## src/msnp_pkg.sv

```systemverilog
// Shared constants and carriers for the multi-speed and window-output logic.
// Assumes one 200 MHz clock domain and parameter writes keyed by attribute number.
package msnp_pkg;

    // ----------------------------------------------------------------
    // Widths and sizes
    // ----------------------------------------------------------------
    localparam int POS_W   = 32;   // Encoder steps, two's complement
    localparam int SPD_W   = 16;   // Units of 1,000 steps/min
    localparam int STAGES  = 16;
    localparam int IDX_W   = 4;
    localparam int CNT_W   = 5;

    // ----------------------------------------------------------------
    // Parameter attribute numbers (register offsets)
    // ----------------------------------------------------------------
    localparam logic [7:0] ATTR_STAGE_COUNT   = 8'h6f;  // 111
    localparam logic [7:0] ATTR_INIT_SPEED    = 8'h70;  // 112
    localparam logic [7:0] ATTR_POS_FIRST     = 8'h71;  // 113
    localparam logic [7:0] ATTR_POS_LAST      = 8'h80;  // 128
    localparam logic [7:0] ATTR_SPD_FIRST     = 8'h81;  // 129
    localparam logic [7:0] ATTR_SPD_LAST      = 8'h90;  // 144
    localparam logic [7:0] ATTR_WIN_REF       = 8'ha0;  // 160
    localparam logic [7:0] ATTR_WIN_POL       = 8'ha1;  // 161
    localparam logic [7:0] ATTR_WIN_A_LO      = 8'ha2;  // 162
    localparam logic [7:0] ATTR_WIN_A_HI      = 8'ha3;  // 163
    localparam logic [7:0] ATTR_WIN_B_LO      = 8'ha4;  // 164
    localparam logic [7:0] ATTR_WIN_B_HI      = 8'ha5;  // 165

    // ----------------------------------------------------------------
    // Field positions and reset values
    // ----------------------------------------------------------------
    localparam int POL_A_BIT = 0;
    localparam int POL_B_BIT = 1;
    localparam logic [CNT_W-1:0] RST_STAGE_COUNT = 5'h00;
    localparam logic [SPD_W-1:0] RST_INIT_SPEED  = 16'h0000;
    localparam logic             RST_WIN_REF     = 1'b0;      // Absolute
    localparam logic [15:0]      RST_WIN_POL     = 16'h0000;
    localparam logic [POS_W-1:0] RST_LIMIT       = 32'h0000_0000;

    // ----------------------------------------------------------------
    // Carriers
    // ----------------------------------------------------------------
    typedef struct packed {
        logic             wr;     // One-cycle write strobe
        logic [7:0]       attr;   // Attribute number
        logic [POS_W-1:0] data;
    } msnp_param_t;

    typedef struct packed {
        logic             wr;
        logic             sel_speed;  // 1: speed array, 0: position array
        logic [IDX_W-1:0] idx;
        logic [POS_W-1:0] data;
    } msnp_tbl_wr_t;

    typedef struct packed {
        logic [POS_W-1:0] pos;
        logic [SPD_W-1:0] speed;
    } msnp_entry_t;

    typedef struct packed {
        logic win_a;
        logic win_b;
    } msnp_win_t;

    typedef enum logic {MSNP_IDLE, MSNP_RUN} msnp_mode_t;

endpackage

```

## src/msnp_table.sv

```systemverilog
// Sixteen-entry switch-position and speed table with a registered read port.
// Assumes writes and reads on the same clock; read data lags the address by one cycle.
`timescale 1ns/1ps
module msnp_table (
    input  wire logic                       clk,
    input  wire msnp_pkg::msnp_tbl_wr_t     wr,
    input  wire logic [msnp_pkg::IDX_W-1:0] rd_idx,
    output msnp_pkg::msnp_entry_t           rd_data
);
    logic [msnp_pkg::POS_W-1:0] pos_mem [msnp_pkg::STAGES];
    logic [msnp_pkg::SPD_W-1:0] spd_mem [msnp_pkg::STAGES];

    // ----------------------------------------------------------------
    // Write and registered read
    // ----------------------------------------------------------------
    // No reset on the arrays: contents are only meaningful once written
    always_ff @(posedge clk) begin
        if (wr.wr && !wr.sel_speed) begin
            pos_mem[wr.idx] <= wr.data;
        end
        if (wr.wr && wr.sel_speed) begin
            spd_mem[wr.idx] <= wr.data[msnp_pkg::SPD_W-1:0];
        end
        rd_data.pos   <= pos_mem[rd_idx];
        rd_data.speed <= spd_mem[rd_idx];
    end
endmodule

```

## src/msnp_core.sv

```systemverilog
// Multi-speed stage selector and two position-window outputs.
// Assumes present position comes from the servo loop on the same clock.
`timescale 1ns/1ps
module msnp_core (
    input  wire logic                         clk,
    input  wire logic                         reset_n,
    input  wire msnp_pkg::msnp_param_t        param,
    input  wire logic                         move_start,
    input  wire logic                         move_active,
    input  wire logic [msnp_pkg::POS_W-1:0]   present_pos,
    output logic [msnp_pkg::SPD_W-1:0]        cmd_speed,
    output logic [msnp_pkg::CNT_W-1:0]        stage,
    output msnp_pkg::msnp_win_t               win_out,
    output logic [15:0]                       window_output_polarity
);
    typedef struct packed {
        msnp_pkg::msnp_mode_t        mode;
        logic [msnp_pkg::CNT_W-1:0]  stage_count;
        logic [msnp_pkg::SPD_W-1:0]  stage_initial_speed;
        logic                        window_reference_select;
        logic [15:0]                 window_output_polarity;
        logic [msnp_pkg::POS_W-1:0]  window_a_low_limit;
        logic [msnp_pkg::POS_W-1:0]  window_a_high_limit;
        logic [msnp_pkg::POS_W-1:0]  window_b_low_limit;
        logic [msnp_pkg::POS_W-1:0]  window_b_high_limit;
        logic [msnp_pkg::POS_W-1:0]  start_pos;
        logic [msnp_pkg::CNT_W-1:0]  stage;
        logic                        settle;
        logic [msnp_pkg::SPD_W-1:0]  cmd_speed;
        msnp_pkg::msnp_win_t         win;
    } msnp_state_t;

    // Whole register image in one struct; table arrays live in msnp_table
    msnp_state_t            st;
    msnp_state_t            next_st;
    msnp_pkg::msnp_tbl_wr_t tbl_wr;
    msnp_pkg::msnp_entry_t  entry;

    // ----------------------------------------------------------------
    // Helpers
    // ----------------------------------------------------------------
    // Inclusive signed window test, optionally offset by the start point
    // Relative limits wrap modulo 2^32; there is no overflow detection
    function automatic logic in_window(input logic [msnp_pkg::POS_W-1:0] pos,
                                       input logic [msnp_pkg::POS_W-1:0] lo,
                                       input logic [msnp_pkg::POS_W-1:0] hi,
                                       input logic                        rel,
                                       input logic [msnp_pkg::POS_W-1:0] base);
        logic [msnp_pkg::POS_W-1:0] lo_eff;
        logic [msnp_pkg::POS_W-1:0] hi_eff;
        lo_eff = rel ? lo + base : lo;
        hi_eff = rel ? hi + base : hi;
        return ($signed(pos) >= $signed(lo_eff)) && ($signed(pos) <= $signed(hi_eff));
    endfunction

    // Magnitude of travel, so moves in either direction reach the stages
    function automatic logic [msnp_pkg::POS_W-1:0] magnitude(
        input logic [msnp_pkg::POS_W-1:0] v);
        return v[msnp_pkg::POS_W-1] ? msnp_pkg::POS_W'(-v) : v;
    endfunction

    // Attribute range test shared by the two table decodes
    function automatic logic attr_in_range(input logic [7:0] attr,
                                           input logic [7:0] first,
                                           input logic [7:0] last);
        return (attr >= first) && (attr <= last);
    endfunction

    // Output level: resting polarity, flipped inside the window during a move
    // Idle windows rest, so a stale position cannot pulse an output
    function automatic logic window_level(input logic                        pol,
                                          input logic                        run,
                                          input logic [msnp_pkg::POS_W-1:0] pos,
                                          input logic [msnp_pkg::POS_W-1:0] lo,
                                          input logic [msnp_pkg::POS_W-1:0] hi,
                                          input logic                        rel,
                                          input logic [msnp_pkg::POS_W-1:0] base);
        return pol ^ (run && in_window(pos, lo, hi, rel, base));
    endfunction

    // ----------------------------------------------------------------
    // Table write decode and read address
    // ----------------------------------------------------------------
    logic                       wr_pos;
    logic                       wr_spd;
    logic [7:0]                 wr_off;
    logic [msnp_pkg::POS_W-1:0] travel;

    assign wr_pos = param.wr && attr_in_range(param.attr, msnp_pkg::ATTR_POS_FIRST,
                                              msnp_pkg::ATTR_POS_LAST);
    assign wr_spd = param.wr && attr_in_range(param.attr, msnp_pkg::ATTR_SPD_FIRST,
                                              msnp_pkg::ATTR_SPD_LAST);
    assign wr_off = wr_spd ? param.attr - msnp_pkg::ATTR_SPD_FIRST
                           : param.attr - msnp_pkg::ATTR_POS_FIRST;
    assign tbl_wr.wr        = wr_pos || wr_spd;
    assign tbl_wr.sel_speed = wr_spd;
    assign tbl_wr.idx       = wr_off[msnp_pkg::IDX_W-1:0];
    assign tbl_wr.data      = param.data;
    assign travel           = magnitude(present_pos - st.start_pos);

    // Entry k holds switch position k+1 and its paired speed
    msnp_table u_table (
        .clk     (clk),
        .wr      (tbl_wr),
        .rd_idx  (st.stage[msnp_pkg::IDX_W-1:0]),
        .rd_data (entry)
    );

    // ----------------------------------------------------------------
    // Next-state logic
    // ----------------------------------------------------------------
    always_comb begin
        next_st = st;
        // Parameter writes
        if (param.wr) begin
            case (param.attr)
                msnp_pkg::ATTR_STAGE_COUNT: begin
                    // Counts above the table size clamp to the table size
                    next_st.stage_count = (param.data > 32'(msnp_pkg::STAGES))
                        ? msnp_pkg::CNT_W'(msnp_pkg::STAGES)
                        : param.data[msnp_pkg::CNT_W-1:0];
                end
                msnp_pkg::ATTR_INIT_SPEED:
                    next_st.stage_initial_speed = param.data[msnp_pkg::SPD_W-1:0];
                msnp_pkg::ATTR_WIN_REF:  next_st.window_reference_select = param.data[0];
                msnp_pkg::ATTR_WIN_POL:  next_st.window_output_polarity = param.data[15:0];
                msnp_pkg::ATTR_WIN_A_LO: next_st.window_a_low_limit  = param.data;
                msnp_pkg::ATTR_WIN_A_HI: next_st.window_a_high_limit = param.data;
                msnp_pkg::ATTR_WIN_B_LO: next_st.window_b_low_limit  = param.data;
                msnp_pkg::ATTR_WIN_B_HI: next_st.window_b_high_limit = param.data;
                default: ;
            endcase
        end

        // Stage sequencing
        next_st.settle = 1'b0;
        case (st.mode)
            msnp_pkg::MSNP_IDLE: begin
                next_st.cmd_speed = '0;
            end
            msnp_pkg::MSNP_RUN: begin
                // Read data lags a stage change by one cycle, so skip that cycle
                // Limitation: one stage per two cycles, so two switch points
                // crossed at once are taken on successive checks
                if (!st.settle && (st.stage < st.stage_count)
                        && (travel >= entry.pos)) begin
                    next_st.cmd_speed = entry.speed;
                    next_st.stage     = st.stage + 1'b1;
                    next_st.settle    = 1'b1;
                end
                if (!move_active) begin
                    next_st.mode = msnp_pkg::MSNP_IDLE;
                end
            end
            default: next_st.mode = msnp_pkg::MSNP_IDLE;
        endcase

        // Move start latches the reference point; takes priority over sequencing
        // A restart mid-move drops the old stage and begins again at stage 0
        if (move_start) begin
            next_st.mode      = msnp_pkg::MSNP_RUN;
            next_st.start_pos = present_pos;
            next_st.stage     = '0;
            next_st.settle    = 1'b1;
            next_st.cmd_speed = st.stage_initial_speed;
        end

        // Window outputs: invert from resting level only inside a move
        next_st.win.win_a = window_level(
            st.window_output_polarity[msnp_pkg::POL_A_BIT],
            st.mode == msnp_pkg::MSNP_RUN,
            present_pos, st.window_a_low_limit, st.window_a_high_limit,
            st.window_reference_select, st.start_pos);
        next_st.win.win_b = window_level(
            st.window_output_polarity[msnp_pkg::POL_B_BIT],
            st.mode == msnp_pkg::MSNP_RUN,
            present_pos, st.window_b_low_limit, st.window_b_high_limit,
            st.window_reference_select, st.start_pos);
    end

    // ----------------------------------------------------------------
    // State register
    // ----------------------------------------------------------------
    // Table arrays are not reset; load every used entry before a move
    always_ff @(posedge clk) begin
        if (!reset_n) begin
            st                         <= '0;
            st.mode                    <= msnp_pkg::MSNP_IDLE;
            st.stage_count             <= msnp_pkg::RST_STAGE_COUNT;
            st.stage_initial_speed     <= msnp_pkg::RST_INIT_SPEED;
            st.window_reference_select <= msnp_pkg::RST_WIN_REF;
            st.window_output_polarity  <= msnp_pkg::RST_WIN_POL;
            st.window_a_low_limit      <= msnp_pkg::RST_LIMIT;
            st.window_a_high_limit     <= msnp_pkg::RST_LIMIT;
            st.window_b_low_limit      <= msnp_pkg::RST_LIMIT;
            st.window_b_high_limit     <= msnp_pkg::RST_LIMIT;
        end else begin
            st <= next_st;
        end
    end

    // ----------------------------------------------------------------
    // Outputs
    // ----------------------------------------------------------------
    // Straight from the state register, so every data output is a flop
    assign cmd_speed              = st.cmd_speed;
    assign stage                  = st.stage;
    assign win_out                = st.win;
    assign window_output_polarity = st.window_output_polarity;
endmodule

```

## config.mk

```make
export PLATFORM = sky130hd
export DESIGN_NAME = msnp_core
export DESIGN_NICKNAME = d
export VERILOG_FILES = /design/src/msnp_pkg.sv /design/src/msnp_table.sv /design/src/msnp_core.sv
export SDC_FILE = /design/constraint.sdc
export NUM_CORES = 2
export LEC_CHECK = 0
export BUFFER_PORTS_ARGS = -buffer_cell sky130_fd_sc_hd__buf_2
export CORE_MARGIN = 2
export CORE_UTILIZATION = 27
export DETAILED_ROUTE_END_ITERATION = 8
export PLACE_DENSITY = 0.53
export SLEW_MARGIN = 0
export SYNTH_ARGS = -nofsm -noshare
export SYNTH_HDL_FRONTEND = slang
export SYNTH_SLANG_ARGS = --single-unit
export TNS_END_PERCENT = 10
```

## constraint.sdc

```tcl
create_clock -name clk -period 11.1 [get_ports clk]
set_clock_uncertainty 0.1 [all_clocks]
set_input_delay 0.555 -clock clk [delete_from_list [all_inputs] [get_ports clk]]
set_output_delay 0.555 -clock clk [all_outputs]
set_load 0.01 [all_outputs]
```

==> summary.md <==
| Metric | Value |
|---|---|
| Synth Area per Inst | 13.2 um2 |
| CP Data Required Time | 11640 ps |
| Worst rel slew slack | 0.163 |
| Placement Setup Slack | 3140 ps |
| Crit path time final | 7700 ps |
| Deepest clock path buffer count | 3 |
| Initial DRC Count | 2608 |
| Leak | 20.1 nW |
| Post-layout util | 0.312 |
| Placement row count | 159 |
| NumNets Final | 4397 |
| CP Class | flop to flop |
| Routability Congestion | 0.868 |
| Reg clk slew, reported paths | 60 ps |
| Post-route setup TNS | 0 ps |
| FF+latch count, synth | 1039 |
| Initial Util | 0.272 |
| Post-CTS Setup Inserts | 0 |
| Synthesis-to-layout area growth | 14.5% |
| Synth Warn # | 0 |
| Clock Sinks | 1039 |
| Hold_buf cts | 3 |
| Register area share after synthesis | 0.557 |
| First-pass GRT wire length | 220 mm |
| Status | completed |
| Top-area cell type share of the netlist area | 0.451 |
| DP Wirelength | 96.5 mm |
| Post-synthesis simple-gate area fraction | 0.0780 |
| DR vias | 32600 |
| Post-route insts no fill | 6588 |
| RSZ-0062 raised after global routing | no |
| Number of flops mapped to enable cells by yosys | 768 |
| Router iterations before antenna repair | 7 |
| Post-Syn Nets | 4289 |
| Die height | 439 um |
| Routed vias/inst | 4.95 |
| PwrDens | 147 nW/um2 |
| Setup crit start kind | flop |
| Number of global-route vias before repair | 32400 |
| Initial antenna violation count | 14 |
| Synth Instances | 3886 |
| Max frequency | 130 MHz |
| Area fraction in compound gates after synthesis | 0.0950 |
| Worst path arrival time | 8230 ps |
| Yosys top cell by area | edfxtp_1 |
| Total GRT Usage | 0.154 |
| Worst skew pair latency | 780 ps |
| Post-Route WL | 151 mm |
| H-tree depth | 3 |
| # IOs | 116 |
| Synth Flop Type | edfxtp_1 |
| Setup slack after layout | 3400 ps |
| Synth Area in XOR/XNOR | 0.0304 |
| Remaining DRCs | 0 |
| Total die area | 193000 um2 |
| Layout cell share with drive strength beyond 1 | 0.167 |
| Clk root buf | clkbuf_16 |
| Actual slew at the worst max-slew pin | 1220 ps |
| Buffers on Ports | 115 |
| Final setup viols | 0 |
| Die width | 439 um |
| Drt wl/cell | 22.9 um |
| Slew Viols, Final | 0 |
| Max Cap Violations | 0 |
| Mux cell area share after synthesis | 0.134 |
| Core area | 188000 um2 |
| DP Cell Count | 6376 |
| Adder-Cell Fraction of Synth Area | 0.0804 |
| Largest family of logic cells by synthesized area | multiplexers |
| Post-synth top cells | edfxtp_1 (768), nand2_1 (419), a21oi_1 (345) |
| Yosys cell types | 90 |
| Asr flop ratio synth | 0 |
| Area contributors post-synth | edfxtp_1 (45%), dfxtp_1 (11%), mux4_2 (11%) |
| Largest net degree at the start of global routing | 98 |
| CP Capture Type | flop |
| Fin. Hold Viols | 0 |
| Hold Path Class | input pin to flop |
| Routed Antenna Nets | 0 |
| Period utilization | 0.694 |
| GRT overflow | 0 |
| Post-synthesis cell area | 51200 um2 |
| Crit path max fanout | 20 |
| Post-cts resize count | 0 |
| TritonCTS Buffers | 108 |
| Top-count cell post-synth | edfxtp_1 |
| IR drop worst, VDD | 136 uV |
| CTS tree | yes |
==> where the power goes <==
group          switching (mW)  total [mW]  internal, mW
logic                   0.403       0.636         0.233
registers              0.0211        4.20          4.18
clock network            1.61        3.79          2.18
==> placed cells by master (no fill, tap or decap), types with 9 or more instances in the layout <==
master | netlist | layout
mux4_2 | 240 | 240
inv_1 | 105 | 104
bufinv_16 | 0 | 11
o21a_1 | 16 | 16
nand2_1 | 419 | 419
nand3_1 | 34 | 34
edfxtp_1 | 768 | 768
nor2_1 | 180 | 152
nor2_2 | 1 | 13
a21oi_1 | 345 | 345
o21ai_0 | 99 | 99
xnor2_1 | 125 | 125
and2_1 | 9 | 9
clkinv_2 | 0 | 19
o21ai_1 | 13 | 13
nand2b_1 | 41 | 41
or2_2 | 9 | 9
clkbuf_8 | 0 | 14
mux2i_1 | 143 | 143
dfxtp_1 | 271 | 266
nand4_1 | 50 | 50
buf_4 | 39 | 76
a211oi_1 | 16 | 16
nor3_1 | 37 | 28
clkinv_1 | 0 | 15
xor2_1 | 51 | 51
nor4_1 | 17 | 17
clkbuf_16 | 0 | 109
clkbuf_1 | 125 | 22
nor3_2 | 0 | 9
or3_1 | 14 | 14
o21bai_1 | 24 | 24
ha_1 | 321 | 321
nor2_4 | 1 | 17
a31oi_1 | 16 | 16
a21o_1 | 147 | 147
o31ai_1 | 16 | 16
and3_1 | 11 | 11
nor2b_1 | 26 | 26
buf_2 | 5 | 115
==> final timing paths <==
check / from / end / slack [ps] / cells past startpoint
min: present_pos[10] / st[34] / 70 / 3
min reg2reg: st[204] / cmd_speed[3] / 310 / 2
max: st[30] / cmd_speed[15] / 3400 / 25
max reg2reg: st[30] / cmd_speed[15] / 3400 / 25
==> logic make-up after synthesis <==
logic type / count (synthesis)
fa+ha+maj: 326
compound gates: 776
xor+xnor: 177
flops: 1039
buf+inv: 302
mux: 387
simple gates: 879
==> final cells by class <==
cell class / count / area [um2]
diodes: 3 / 7.51
clock buffers: 145 / 3000
clock inverters: 61 / 768
fillers: 18700 / 129000
inverters: 105 / 399
multi-input cells: 2545 / 21600
flip-flops and latches: 1039 / 28500
well taps: 2495 / 3120
repair buffers: 195 / 1200
==> metrics by stage <==
stage | total power, mW | hold WS, ps | instance area (um2)
after CTS | 8.72 | 2.25 | 58600
after global placement | 4.90 | 331 | 54800
final | 8.62 | 71.0 | 58600
after global routing | 8.92 | 42.5 | 58600
after floorplan | 4.68 | 325 | 51200
after detailed placement | 4.91 | 346 | 54800
==> sequential cells by signal, indices dropped and copies added (netlist names) <==
name	flops
st	184
window_output_polarity	16
u_table.rd_data	48
win_out	2
stage	5
u_table.pos_mem	512
u_table.spd_mem	256
cmd_speed	16
==> metal layers <==
| metal | vias to the layer above | share of wire | global-route usage |
|---|---|---|---|
| li1 | 15000 | - | - |
| met1 | 16600 | 0.44 | 0.203 |
| met2 | 850 | 0.47 | 0.256 |
| met3 | 213 | 0.053 | 0.0242 |
| met4 | 14 | 0.031 | 0.0526 |
| met5 | - | 0.00068 | 0 |
==> worst max-delay path, cell delays in order (launching register included) <==
cell and delay (ps):
dfxtp_1 540, inv_1 130, ha_1 350, o21ai_0 130, a21boi_1 340, a21boi_2 330
a31oi_4 170, o32ai_2 380, o41a_1 220, a31oi_1 110, nand2_1 120, a31o_1 170
nand3_1 560, o21ai_0 430, ha_1 280, a21o_1 150, a21o_1 170, a21oi_1 150
o21ai_1 100, a2111oi_0 520, o31ai_1 180, a221o_1 320, a21oi_1 690, nor2_2 460
mux2i_1 210, o21ai_0 210
Power figures use the tool's default switching activity.
